--- src/include/acb_consts.svh ---
// Constants for the acquisition, capture bank and DMA block
`ifndef ACB_CONSTS_SVH
`define ACB_CONSTS_SVH

`define ACB_SMP_W      12
`define ACB_WORD_W     32
`define ACB_BANKS      4
`define ACB_BANK_AW    27
`define ACB_BANK_WORDS 134217728
`define ACB_FIFO_DEPTH 16
`define ACB_LEN_W      24
`define ACB_DADDR_W    32
`define ACB_TS_W       32
`define ACB_REF_DIV    4

`endif

--- src/include/acb_pkg.sv ---
// Types shared by the acquisition, capture bank and DMA block
`include "acb_consts.svh"
package acb_pkg;
  typedef enum logic [2:0] {
    ACB_TRIG_GATE = 3'b001,
    ACB_TRIG_PPS  = 3'b010,
    ACB_TRIG_SYNC = 3'b100
  } acb_trig_e;

  typedef enum logic [1:0] {
    ACB_CH_SINGLE = 2'b01,
    ACB_CH_DUAL   = 2'b10
  } acb_chan_e;

  typedef enum logic [1:0] {
    ACB_CAP_FIFO  = 2'b01,
    ACB_CAP_TRANS = 2'b10
  } acb_cap_e;

  typedef enum logic [4:0] {
    ACB_D_IDLE  = 5'b00001,
    ACB_D_FETCH = 5'b00010,
    ACB_D_MOVE  = 5'b00100,
    ACB_D_TS    = 5'b01000,
    ACB_D_LEN   = 5'b10000
  } acb_dma_e;

  // One converter beat: two 12-bit samples
  typedef struct packed {
    logic [`ACB_SMP_W-1:0] s1;
    logic [`ACB_SMP_W-1:0] s0;
  } acb_pair_s;

  // Link descriptor returned by the host
  typedef struct packed {
    logic [`ACB_DADDR_W-1:0] next_addr;
    logic [`ACB_LEN_W-1:0]   length;
    logic                    gate_mode;
    logic                    meta_en;
    logic                    last;
  } acb_desc_s;

  // Buffered word: end-of-gate marker or sample data
  typedef struct packed {
    logic                   eog;
    logic [`ACB_WORD_W-1:0] data;
  } acb_fword_s;
endpackage
--- src/hdl/acb_fifo.sv ---
// Small synchronous FIFO with valid/ready on both sides
`timescale 1ns/1ps
`default_nettype none
module acb_fifo #(
  parameter int WIDTH = 33,
  parameter int DEPTH = 16
) (
  // Clock and reset
  input  wire logic             mclk,
  input  wire logic             rst,
  // Fill side
  input  wire logic             in_valid,
  output logic                  in_ready,
  input  wire logic [WIDTH-1:0] in_data,
  // Drain side
  output logic                  out_valid,
  input  wire logic             out_ready,
  output logic      [WIDTH-1:0] out_data
);
  localparam int AW = $clog2(DEPTH);

  logic [WIDTH-1:0] mem [DEPTH];  // Storage array
  logic [AW-1:0]    wr_ptr;       // Next write slot
  logic [AW-1:0]    rd_ptr;       // Next read slot
  logic [AW:0]      count;        // Words held
  logic             push;
  logic             pop;
  logic [AW-1:0]    rd_next;      // Read slot after this edge

  assign in_ready  = (count != (AW+1)'(DEPTH));
  assign out_valid = (count != '0);
  assign push      = in_valid && in_ready;
  assign pop       = out_valid && out_ready;
  assign rd_next   = pop ? rd_ptr + AW'(1) : rd_ptr;

  // Read register looks one pop ahead; a write into that slot bypasses the array
  always_ff @(posedge mclk) begin
    if (push && (wr_ptr == rd_next)) begin
      out_data <= in_data;
    end else begin
      out_data <= mem[rd_next];
    end
  end

  // Storage write, no reset needed on data
  always_ff @(posedge mclk) begin
    if (push) begin
      mem[wr_ptr] <= in_data;
    end
  end

  // Pointers and occupancy
  always_ff @(posedge mclk or posedge rst) begin
    if (rst) begin
      wr_ptr <= '0;
      rd_ptr <= '0;
      count  <= '0;
    end else begin
      if (push) begin
        wr_ptr <= wr_ptr + AW'(1);
      end
      if (pop) begin
        rd_ptr <= rd_ptr + AW'(1);
      end
      count <= count + (AW+1)'(push) - (AW+1)'(pop);
    end
  end
endmodule
`default_nettype wire

--- src/hdl/acb_top.sv ---
// Sample acquisition, four-bank capture and linked-list DMA to host
// Notes on behaviour
// - Sample source: converter or test pattern
// - Banks act as FIFO or transient capture
// - Single channel rotates over all four banks
// - Dual: ch1 to banks 1-2, ch2 3-4
// - Capture keeps full rate; a beat met by a full FIFO is dropped and sets overrun
// - Linked descriptor DMA moves data to host
// - Gate mode length equals gated data amount
// - Optional metadata: sample timestamp and length
// - Timing pin acts as gate, PPS or sync
// - Sync bus: gate, reset, reference out; reference in is synchronised but unused
// - Each bank holds a fixed depth
`timescale 1ns/1ps
`default_nettype none
`include "acb_consts.svh"
module acb_top #(
  parameter int BANK_WORDS = `ACB_BANK_WORDS
) (
  // Clock and reset
  input  wire logic                            mclk,
  input  wire logic                            rst,
  // Converter sample stream, already on mclk
  input  wire acb_pkg::acb_pair_s              adc_pair,
  input  wire logic                            adc_valid,
  // Configuration
  input  wire logic                            src_test,
  input  wire acb_pkg::acb_chan_e              chan_mode,
  input  wire acb_pkg::acb_cap_e               cap_mode,
  input  wire acb_pkg::acb_trig_e              trig_func,
  input  wire logic                            acq_en,
  input  wire logic                            cap_arm,
  // Front panel and sync bus pins
  input  wire logic                            trig_pin,
  input  wire logic                            sync_gate_pin,
  input  wire logic                            sync_rst_pin,
  input  wire logic                            sync_ref_pin,
  output logic                                 sync_ref_out,
  // Memory bank write ports
  output logic [`ACB_BANKS-1:0]                bank_wr,
  output logic [`ACB_BANKS-1:0][`ACB_BANK_AW-1:0] bank_addr,
  output logic [`ACB_BANKS-1:0][`ACB_WORD_W-1:0]  bank_wdata,
  output logic                                 cap_done,
  // Descriptor fetch
  input  wire logic                            dma_start,
  input  wire logic [`ACB_DADDR_W-1:0]         desc_head,
  output logic                                 desc_req,
  output logic [`ACB_DADDR_W-1:0]              desc_addr,
  input  wire logic                            desc_valid,
  input  wire acb_pkg::acb_desc_s              desc_in,
  // Host stream toward the PCIe core
  output logic [`ACB_WORD_W-1:0]               host_data,
  output logic                                 host_valid,
  output logic                                 host_last,
  input  wire logic                            host_ready,
  // Status
  output logic                                 dma_busy,
  output logic                                 overrun
);
  import acb_pkg::*;

  // Bank choice for a beat; one bit per bank
  function automatic logic [`ACB_BANKS-1:0] bank_pick(acb_chan_e m, logic [1:0] r);
    logic [`ACB_BANKS-1:0] b;
    b = '0;
    if (m == ACB_CH_DUAL) begin
      b[{1'b0, r[0]}] = 1'b1;
      b[{1'b1, r[0]}] = 1'b1;
    end else begin
      b[r] = 1'b1;
    end
    return b;
  endfunction

  // Pin synchronisers, two flops per line
  logic [3:0] pin_raw;
  logic [3:0] pin_s1;
  logic [3:0] pin_s2;
  assign pin_raw = {sync_ref_pin, sync_rst_pin, sync_gate_pin, trig_pin};

  genvar gi;
  generate
    for (gi = 0; gi < 4; gi++) begin : g_sync
      always_ff @(posedge mclk or posedge rst) begin
        if (rst) begin
          pin_s1[gi] <= 1'b0;
          pin_s2[gi] <= 1'b0;
        end else begin
          pin_s1[gi] <= pin_raw[gi];
          pin_s2[gi] <= pin_s1[gi];
        end
      end
    end
  endgenerate

  logic trig_d;      // Previous synced trigger level
  logic gate;        // Combined acquisition gate
  logic gate_d;      // Gate one cycle back
  logic trig_rise;
  logic time_clr;    // Clears the sample clock
  assign trig_rise = pin_s2[0] && !trig_d;
  // Gate from the panel pin when so configured, or from the sync bus
  assign gate      = ((trig_func == ACB_TRIG_GATE) && pin_s2[0]) || pin_s2[1];
  // Sync edge or sync bus reset realigns time
  assign time_clr  = ((trig_func == ACB_TRIG_SYNC) && trig_rise) || pin_s2[2];

  // Edge history
  always_ff @(posedge mclk or posedge rst) begin
    if (rst) begin
      trig_d <= 1'b0;
      gate_d <= 1'b0;
    end else begin
      trig_d <= pin_s2[0];
      gate_d <= gate;
    end
  end

  // Outgoing reference: divided mclk, forced low by sync bus reset
  logic [3:0] ref_cnt;
  always_ff @(posedge mclk or posedge rst) begin
    if (rst) begin
      ref_cnt      <= '0;
      sync_ref_out <= 1'b0;
    end else if (pin_s2[2]) begin
      ref_cnt      <= '0;
      sync_ref_out <= 1'b0;
    end else if (ref_cnt == 4'(`ACB_REF_DIV - 1)) begin
      ref_cnt      <= '0;
      sync_ref_out <= !sync_ref_out;
    end else begin
      ref_cnt <= ref_cnt + 4'h1;
    end
  end

  // Sample-accurate time: beat count below, PPS seconds above
  logic [15:0] ts_sec;
  logic [15:0] ts_beat;
  always_ff @(posedge mclk or posedge rst) begin
    if (rst) begin
      ts_sec  <= '0;
      ts_beat <= '0;
    end else if (time_clr) begin
      ts_sec  <= '0;
      ts_beat <= '0;
    end else if ((trig_func == ACB_TRIG_PPS) && trig_rise) begin
      ts_sec  <= ts_sec + 16'h1;
      ts_beat <= '0;
    end else if (adc_valid) begin
      ts_beat <= ts_beat + 16'h1;
    end
  end

  // Test pattern: even ramp on lane 0, the next odd value on lane 1
  logic [`ACB_SMP_W-1:0] ramp;
  always_ff @(posedge mclk or posedge rst) begin
    if (rst) begin
      ramp <= '0;
    end else if (adc_valid) begin
      ramp <= ramp + `ACB_SMP_W'(2);
    end
  end

  acb_pair_s pair;
  // Source select
  assign pair = src_test ? '{s1: ramp + `ACB_SMP_W'(1), s0: ramp} : adc_pair;

  // Beats taken only while enabled; in gate mode only inside the gate
  logic dma_gate_mode;
  logic take;
  assign take = adc_valid && acq_en && (!dma_gate_mode || gate);

  // Bank writes: rotation, per-bank address, transient stop
  logic [1:0]                        rot;
  logic [`ACB_BANKS-1:0][`ACB_BANK_AW-1:0] waddr;
  logic [`ACB_BANKS-1:0]             bfull;
  logic [`ACB_BANKS-1:0]             sel;
  assign sel = bank_pick(chan_mode, rot);

  always_ff @(posedge mclk or posedge rst) begin
    if (rst) begin
      rot <= '0;
    end else if (cap_arm) begin
      rot <= '0;
    end else if (take) begin
      rot <= rot + 2'h1;
    end
  end

  generate
    for (gi = 0; gi < `ACB_BANKS; gi++) begin : g_bank
      // Address walk and write strobe for one bank
      always_ff @(posedge mclk or posedge rst) begin
        if (rst) begin
          waddr[gi]      <= '0;
          bfull[gi]      <= 1'b0;
          bank_wr[gi]    <= 1'b0;
          bank_addr[gi]  <= '0;
          bank_wdata[gi] <= '0;
        end else begin
          bank_wr[gi] <= 1'b0;
          if (cap_arm) begin
            waddr[gi] <= '0;
            bfull[gi] <= 1'b0;
          end else if (take && sel[gi] && !bfull[gi]) begin
            bank_wr[gi]   <= 1'b1;
            bank_addr[gi] <= waddr[gi];
            if (chan_mode == ACB_CH_DUAL) begin
              // Lower banks hold lane 0, upper banks lane 1
              bank_wdata[gi] <= (gi < 2) ? `ACB_WORD_W'(pair.s0) : `ACB_WORD_W'(pair.s1);
            end else begin
              bank_wdata[gi] <= {4'h0, pair.s1, 4'h0, pair.s0};
            end
            if (waddr[gi] == `ACB_BANK_AW'(BANK_WORDS - 1)) begin
              waddr[gi] <= '0;
              // Transient capture keeps the snapshot; FIFO mode wraps
              bfull[gi] <= (cap_mode == ACB_CAP_TRANS);
            end else begin
              waddr[gi] <= waddr[gi] + `ACB_BANK_AW'(1);
            end
          end
        end
      end
    end
  endgenerate

  // Snapshot complete once any bank stops
  always_ff @(posedge mclk or posedge rst) begin
    if (rst) begin
      cap_done <= 1'b0;
    end else begin
      cap_done <= |bfull;
    end
  end

  // Stream into the FIFO; an end-of-gate marker follows the gate's last beat
  acb_fword_s fin;
  acb_fword_s fout;
  logic       fin_valid;
  logic       fin_ready;
  logic       fout_valid;
  logic       fout_ready;
  logic       mark_pend;
  assign fin_valid = take || mark_pend;
  assign fin.eog   = !take;
  assign fin.data  = {4'h0, pair.s1, 4'h0, pair.s0};

  // Marker request on gate fall; cleared when accepted, set wins
  always_ff @(posedge mclk or posedge rst) begin
    if (rst) begin
      mark_pend <= 1'b0;
    end else if (dma_gate_mode && gate_d && !gate) begin
      mark_pend <= 1'b1;
    end else if (!take && fin_ready) begin
      mark_pend <= 1'b0;
    end
  end

  // Sticky overflow: beat arrived with the FIFO full; a loss during arm still counts
  always_ff @(posedge mclk or posedge rst) begin
    if (rst) begin
      overrun <= 1'b0;
    end else if (take && !fin_ready) begin
      overrun <= 1'b1;
    end else if (cap_arm) begin
      overrun <= 1'b0;
    end
  end

  acb_fifo #(
    .WIDTH ($bits(acb_fword_s)),
    .DEPTH (`ACB_FIFO_DEPTH)
  ) u_fifo (
    .mclk      (mclk),
    .rst       (rst),
    .in_valid  (fin_valid),
    .in_ready  (fin_ready),
    .in_data   (fin),
    .out_valid (fout_valid),
    .out_ready (fout_ready),
    .out_data  (fout)
  );

  // DMA engine over a linked descriptor list
  acb_dma_e              st;
  acb_desc_s             desc;
  logic [`ACB_LEN_W-1:0] moved;
  logic [`ACB_TS_W-1:0]  ts_lat;
  logic                  ts_armed;
  logic                  out_free;
  logic                  fixed_end;
  assign out_free      = !host_valid || host_ready;
  assign dma_gate_mode = desc.gate_mode && (st == ACB_D_MOVE);
  // Pop in MOVE while output free; markers are popped and swallowed
  assign fout_ready    = (st == ACB_D_MOVE) && out_free;
  assign fixed_end     = !desc.gate_mode && (moved == desc.length - `ACB_LEN_W'(1));

  // Descriptor walk and data move
  always_ff @(posedge mclk or posedge rst) begin
    if (rst) begin
      st         <= ACB_D_IDLE;
      desc       <= '0;
      desc_req   <= 1'b0;
      desc_addr  <= '0;
      moved      <= '0;
      ts_lat     <= '0;
      ts_armed   <= 1'b0;
      host_data  <= '0;
      host_valid <= 1'b0;
      host_last  <= 1'b0;
      dma_busy   <= 1'b0;
    end else begin
      if (host_ready) begin
        host_valid <= 1'b0;
        host_last  <= 1'b0;
      end
      unique case (st)
        ACB_D_IDLE: begin
          dma_busy <= 1'b0;
          if (dma_start) begin
            desc_addr <= desc_head;
            desc_req  <= 1'b1;
            dma_busy  <= 1'b1;
            st        <= ACB_D_FETCH;
          end
        end
        ACB_D_FETCH: begin
          if (desc_valid) begin
            desc     <= desc_in;
            desc_req <= 1'b0;
            moved    <= '0;
            ts_armed <= 1'b1;
            st       <= ACB_D_MOVE;
          end
        end
        ACB_D_MOVE: begin
          if (fout_valid && out_free) begin
            if (fout.eog) begin
              // Gate end closes this link at the amount moved
              if (desc.gate_mode) begin
                st <= desc.meta_en ? ACB_D_TS : ACB_D_IDLE;
              end
            end else begin
              host_data  <= fout.data;
              host_valid <= 1'b1;
              moved      <= moved + `ACB_LEN_W'(1);
              if (ts_armed) begin
                // Time when the first word of this transfer leaves the FIFO
                ts_lat   <= {ts_sec, ts_beat};
                ts_armed <= 1'b0;
              end
              if (fixed_end) begin
                host_last <= !desc.meta_en;
                st        <= desc.meta_en ? ACB_D_TS : ACB_D_IDLE;
              end
            end
          end
        end
        ACB_D_TS: begin
          if (out_free) begin
            host_data  <= ts_lat;
            host_valid <= 1'b1;
            st         <= ACB_D_LEN;
          end
        end
        ACB_D_LEN: begin
          if (out_free) begin
            host_data  <= `ACB_WORD_W'(moved);
            host_valid <= 1'b1;
            host_last  <= 1'b1;
            st         <= ACB_D_IDLE;
          end
        end
      endcase
      // Follow the link unless this was the last one
      if ((st != ACB_D_IDLE) && (st != ACB_D_FETCH) && !desc.last) begin
        if (((st == ACB_D_LEN) && out_free) ||
            ((st == ACB_D_MOVE) && !desc.meta_en && fout_valid && out_free &&
             (desc.gate_mode ? fout.eog : (!fout.eog && fixed_end)))) begin
          desc_addr <= desc.next_addr;
          desc_req  <= 1'b1;
          st        <= ACB_D_FETCH;
        end
      end
    end
  end
endmodule
`default_nettype wire

--- config.mk ---
export PLATFORM = sky130hd
export DESIGN_NAME = acb_top
export DESIGN_NICKNAME = d
export VERILOG_FILES = /design/src/include/acb_pkg.sv /design/src/hdl/acb_fifo.sv /design/src/hdl/acb_top.sv
export VERILOG_INCLUDE_DIRS = /design/src /design/src/include
export SDC_FILE = /design/constraint.sdc
export NUM_CORES = 2
export LEC_CHECK = 0
export BUFFER_PORTS_ARGS = -buffer_cell sky130_fd_sc_hd__buf_2
export CAP_MARGIN = 40
export CELL_PAD_IN_SITES_DETAIL_PLACEMENT = 0
export CELL_PAD_IN_SITES_GLOBAL_PLACEMENT = 1
export CORE_ASPECT_RATIO = 0.75
export CORE_MARGIN = 2
export CORE_UTILIZATION = 35
export CTS_CLUSTER_SIZE = 14
export DETAILED_ROUTE_END_ITERATION = 10
export MAX_ROUTING_LAYER = met4
export PLACE_DENSITY_LB_ADDON = 0.1
export SLEW_MARGIN = 5
export SYNTH_ARGS = -nofsm -noshare
export SYNTH_HDL_FRONTEND = slang
export SYNTH_SLANG_ARGS = --single-unit
export TNS_END_PERCENT = 1
--- constraint.sdc ---
create_clock -name mclk -period 41.5 [get_ports mclk]
set_input_delay 4.15 -clock mclk [delete_from_list [all_inputs] [get_ports mclk]]
set_output_delay 4.15 -clock mclk [all_outputs]
set_load 0.1 [all_outputs]
### After elaboration in Yosys (flattened, before gate mapping)

Memory sizes are Yosys's and may differ from the RTL's. A register that Yosys moved wholly into a read port is not among the register bits.
Index checks and enable logic that the tools add are counted.

* ROM bits: 0
* output and inout port bits: 311
* word-level logic and storage cells: 302
* bits in latches: 0
* memories: 1
* flip-flop bits (word level): 624
* bits in writable memories: 400
* input bits: 135

Memory list
* u_fifo.mem: depth 16, width 25, rd ports 1, clocked after memory_dff 1, wr ports 1, RTL line acb_fifo.sv:22 `logic [WIDTH-1:0] mem [DEPTH];`

* bitwise operators: 3
* muxes and demuxes: 107
* multiply operators: 0
* reductions and logical operators: 88
* $add $sub $neg: 16
* equal/unequal tests: 25
* shifts and indexed selects: 0
* order comparisons: 6
* divide/modulo/power cells: 0

Operator list (number)
* 27-bit two-way mux: 12
* 32-bit two-way mux: 8
* 27-bit by 1-bit adder with 27-bit output, second input constant: 4
* 27-bit == test, second input constant: 4
* 24-bit two-way mux: 4
* 32-bit one-hot mux with 3 select lines: 1
* 16-bit two-way mux: 5
* 28-bit two-way mux: 2
* 5-bit two-way mux: 10
* 1-bit two-way mux: 49
* 24-bit one-hot mux with 2 select lines: 1
* 1-bit logical AND: 36
* 16-bit by 1-bit adder with 16-bit output, second input constant: 2
* 2-bit nonzero test: 14
* 5-bit one-hot mux with 5 select lines: 1
* 24-bit by 1-bit adder with 24-bit output, second input constant: 1
* 24-bit == test: 1
* 24-bit by 1-bit subtractor with 24-bit output, second input constant: 1
* 4-bit two-way mux: 5
* 2-bit AND reduction: 9
* 1-bit zero test: 15
* 12-bit by 1-bit adder with 12-bit output, second input constant: 1
* 12-bit by 2-bit adder with 12-bit output, second input constant: 1
* 4-bit by 1-bit adder with 4-bit output, second input constant: 3
* other kinds (36): 55

### Logic depth before layout (Yosys ltp)

* depth in word-level cells: 10
* mapped depth: 16
* mapped depth without buffers: 16

### By module

A second synthesis with hierarchy kept.

* cells, all modules: 3438
* area total of the unflattened synthesis: 46502.1 sq um

By module, submodules not included
* acb_top: times used 1, cells an instance 2537, sequential area each 14264.9 sq um, area an instance 25695.9 sq um
* acb_fifo: times used 1, cells an instance 901, sequential area each 16260.6 sq um, area an instance 20806.2 sq um

### Least setup slack after synthesis

No wires, ideal clock.

* path kind: input -> register
* start point: input trig_func[1]
* end point: memory u_fifo.mem[0][0] in the netlist's numbering, enable pin
* data required time: 41.116 ns
* setup slack: 34.577 ns
* data arrival time: 6.539 ns
* stages on the path: 7
* buffers on the path: 1
* setup time: 0.384 ns
* path through: nor4bb_1 nand4b_1 nand2_1 clkbuf_1 a21boi_1 nor3b_1 and2_1

* cells in the longest elaborated chain, start to end: 9

RTL lines
* from (decl): RTL line acb_top.sv:30 `input wire acb_pkg::acb_trig_e trig_func,`
* 3-bit by 1-bit == test with 1-bit output: RTL line acb_top.sv:103 `assign gate = ((trig_func == ACB_TRIG_GATE) && pin_s2[0]) || pin_s2[1];`
* 1-bit logical AND: RTL line acb_top.sv:103
* 1-bit logical OR: RTL line acb_top.sv:103
* 1-bit logical OR: RTL line acb_top.sv:170 `assign take = adc_valid && acq_en && (!dma_gate_mode || gate);`
* 1-bit logical AND: RTL line acb_top.sv:170
* 1-bit logical OR: RTL line acb_top.sv:243 `assign fin_valid = take || mark_pend;`
* 1-bit logical AND: RTL line acb_fifo.sv:32 `assign push = in_valid && in_ready;`
* named net u_fifo.push: RTL line acb_fifo.sv:26 `logic push;`
* 1-bit two-way mux: RTL line acb_fifo.sv:47 `if (push) begin`
* 1-bit two-way mux (not written as such): RTL line acb_fifo.sv:48 `mem[wr_ptr] <= in_data;`
* to (decl): RTL line acb_fifo.sv:22

The timed path passes the listed nets, and every way through them passes these cells.

### Final worst setup path

* start point: input trig_func[1]
* end point: register bank_addr[2] in the netlist's numbering

* cells in the longest elaborated chain, start to end: 8

RTL lines
* 3-bit by 1-bit == test with 1-bit output: RTL line acb_top.sv:103
* 1-bit logical AND: RTL line acb_top.sv:103
* 1-bit logical OR: RTL line acb_top.sv:103
* 1-bit logical OR: RTL line acb_top.sv:170
* 1-bit logical AND: RTL line acb_top.sv:170
* 1-bit logical AND (2 in a row): RTL line acb_top.sv:204 `end else if (take && sel[gi] && !bfull[gi]) begin`
* 2-bit AND reduction (no line)
* to (signal, indexed assignment): RTL line acb_top.sv:206 `bank_addr[gi] <= waddr[gi];`
* to (decl): RTL line acb_top.sv:41 `` output logic [`ACB_BANKS-1:0][`ACB_BANK_AW-1:0] bank_addr, ``

Every way passes these cells.
A chain may end at the register's enable or synchronous reset.

==> flow_metrics.tcl <==
set metrics [dict create \
    status "finished, final reports clean" \
    ctsHoldBuffers 0 \
    synth_top_family_by_area "simple AND/OR/NAND/NOR gates" \
    clock.fmax_ghz 0.1441 \
    synth.distinct_cells 83 \
    grt_pass1_vias 26880 \
    yosysWarnings 0 \
    critPathCaptureType "flip-flop" \
    core_region_area_mm2 0.1178 \
    synth.area.top_cells "dfrtp_1, edfxtp_1, nand2_1" \
    area_delta_synth_final_pct 17.92 \
    port-buffer-count 412 \
    drc 0 \
    synth.most_common_cell "nand2_1" \
    wirelength_mm 116.1 \
    final_net_count 3919 \
    synth_area_mm2 0.04162 \
    hpwl_mm 77.48 \
    power_density_mw_per_mm2 68.96 \
    leakage_nw 21.35 \
    synthXorXnorAreaFrac_pct 3.493 \
    final-setup-viol-count 0 \
    cts_root_buffer "clkbuf_16" \
    dp.cells 5207 \
    rsz0062_at_grt "no" \
    grt_overflow 0 \
    wire_per_inst_um 21.46 \
    crit_type "in2reg" \
    yosys_most_used_dff "dfrtp_1" \
    dpl_cell_area_mm2 0.04562 \
    syn-instance-count 3329 \
    yosys.area_share.simple_pct 13.83 \
    rows 109 \
    tns_ns 0 \
    cp.required_ns 42.12 \
    cap_violations 0 \
    antenna_found_initial 13 \
    finalNonFillerCells 5407 \
    cts_setup_buffers 0 \
    synth_area_per_cell_um2 12.50 \
    relSlewSlack_pct 41.01 \
    synth_top_cells_by_count "nand2_1, dfrtp_1, edfxtp_1, nor2_1, o21ai_0" \
    critPathLaunchType "input pin" \
    synth_top_area_share_pct 34.99 \
    pin_count 446 \
    slew_viol_final 0 \
    ys_ff_latch 987 \
    finalHoldViolCount 0 \
    layout-drive-gt1-share_pct 23.73 \
    grt_pass1_wl_mm 175.4 \
    gr-usage-all-layers_pct 19.62 \
    viasPerCell 4.916 \
    htree_levels 3 \
    die_h_um 302.6 \
    hold_class "reg2reg" \
    insertion_delay_ns 0.71 \
    dr_total_vias 26580 \
    cts.sinks 987 \
    finClkSkew_ns 0.02920 \
    clk_path_buf_depth 3 \
    yosys.area.top_type "dfrtp_1" \
    synthAdderAreaFrac_pct 0.7997 \
    ant_nets 0 \
    worstPathArrival_ns 7.56 \
    peakVddDrop_mv 0.06112 \
    final_util_pct 41.65 \
    dieArea_mm2 0.1217 \
    synth_edf_count 400 \
    cp_max_fo 47 \
    gp_congestion 0.7720 \
    fp.dieW_um 402.2 \
    worstMarginPinSlew_ns 0.8848 \
    start_util_pct 35.32 \
    ys_seq_area_share_pct 64.11 \
    cts_tree "done" \
    grt_max_degree 135 \
    finalCritPeriodShare_pct 16.72 \
    numCtsBuffers 103 \
    async_reset_ff_share_pct 59.07 \
    clk_pin_slew_ns 0.06 \
    cts_resized 0 \
    drt-initial-drc-count 1839 \
    synthMuxAreaShare_pct 10.30 \
    synth-compound-area-share_pct 4.786 \
    post-route-min-period_ns 6.939 \
    dr.pass1.iters 7 \
    final_area_mm2 0.04907 \
]
==> sequential cells by signal, summed over array words and instances (netlist names), 2 cells and up, named ones only <==
register / flops
bank_addr: 108
bank_wdata: 96
bank_wr: 4
bfull: 4
desc: 59
desc_addr: 32
host_data: 32
moved: 24
pin_s1: 3
pin_s2: 3
ramp: 11
ref_cnt: 4
rot: 2
st: 5
ts_beat: 16
ts_lat: 32
ts_sec: 16
u_fifo.count: 5
u_fifo.mem: 400
u_fifo.rd_ptr: 4
u_fifo.wr_ptr: 4
waddr: 108
==> where the power goes <==
part           total (mW)  switching [mW]  internal (mW)  leakage (nW)
Combinational        1.18           0.849          0.326          8.26
Sequential           1.26          0.0998           1.17          11.4
Clock               0.944           0.406          0.537          1.68
Total                3.38            1.36           2.03          21.4
==> stage by stage <==
step                      worst slack [ns]  hold slack, ns  power (mW)
after floorplan                      21.04          0.3312       2.169
after global placement               33.64          0.3332       2.464
after global routing                 34.30          0.3299       3.552
after CTS                            34.54          0.3256       3.434
after detailed placement             33.77          0.3364       2.476
final                                34.56          0.3271       3.384
==> cell type report <==
class                      instances  area, um2
timing repair buffer             480       2754
fill                           11210      68760
tap                             1554       1944
clock inverter                    44      506.7
clock buffer                     150       2935
inverter                          59      229.0
sequential                       987      26690
multi-input combinational       2127      14000
antenna                            6      15.01
==> kinds of logic (layout without fill, tap and decap cells) <==
| group | Yosys count | count (layout) |
|---|---|---|
| simple gates | 1318 | 1318 |
| flops | 987 | 987 |
| compound gates | 333 | 333 |
| mux | 252 | 252 |
| buf+inv | 246 | 733 |
| xor+xnor | 166 | 166 |
| fa+ha+maj | 26 | 26 |
| other cells | 1 | 38 |
==> critical path, cell delays in order <==
cell and delay (ns):
buf_2 0.12, nor4bb_1 0.34, nand4b_1 0.36, nand2_1 0.16, buf_4 0.26, or4_2 1.01
buf_4 0.43, inv_2 0.46, nand2_1 0.12, nand2_1 0.08
==> cell usage in the layout, fill, tap and decap left out, types with 7 or more instances in the layout <==
cell	instances
dfrtp_1	582
ha_1	25
nor2b_1	16
o31ai_1	7
bufinv_16	7
a21oi_1	113
clkbuf_1	30
clkbuf_16	104
buf_2	412
xnor2_1	69
inv_1	54
a22o_1	22
o21ai_0	126
mux4_2	122
mux2_4	27
buf_4	55
and4_1	13
nor3_1	30
nand2_1	742
or2_2	9
and2_1	29
edfxtp_1	400
xor2_1	97
nand3_1	90
mux2_2	81
nor2_1	241
conb_1	32
clkinv_2	22
and3_1	23
a22oi_1	9
or3_1	32
mux2i_1	21
clkbuf_8	16
nand4_1	39
==> layer usage <==
| layer | track usage [%] | share of wire (%) | vias to the layer above |
|---|---|---|---|
| li1 | - | - | 12500 |
| met4 | 4.395 | 2.1 | 0 |
| met1 | 27.86 | 48 | 13370 |
| met2 | 28.86 | 45 | 558 |
| met5 | - | 0 | - |
| met3 | 4.233 | 5.3 | 151 |
==> path summary, 6_finish.rpt <==
kind | start | end | slack (ns) | cells after the start
worst max-delay path | trig_func[1] | bank_addr[2] | 34.56 | 10
worst min-delay path | pin_s1[2] | pin_s2[2] | 0.33 | 0
worst max register to register | st[1] | bank_addr[2] | 37.29 | 9
worst min register to register | pin_s1[2] | pin_s2[2] | 0.33 | 0
max in group asynchronous | rst | waddr[41] | 36.25 | 7
min in group asynchronous | rst | waddr[16] | 3.35 | 2
(Power assumes the default switching activity.)
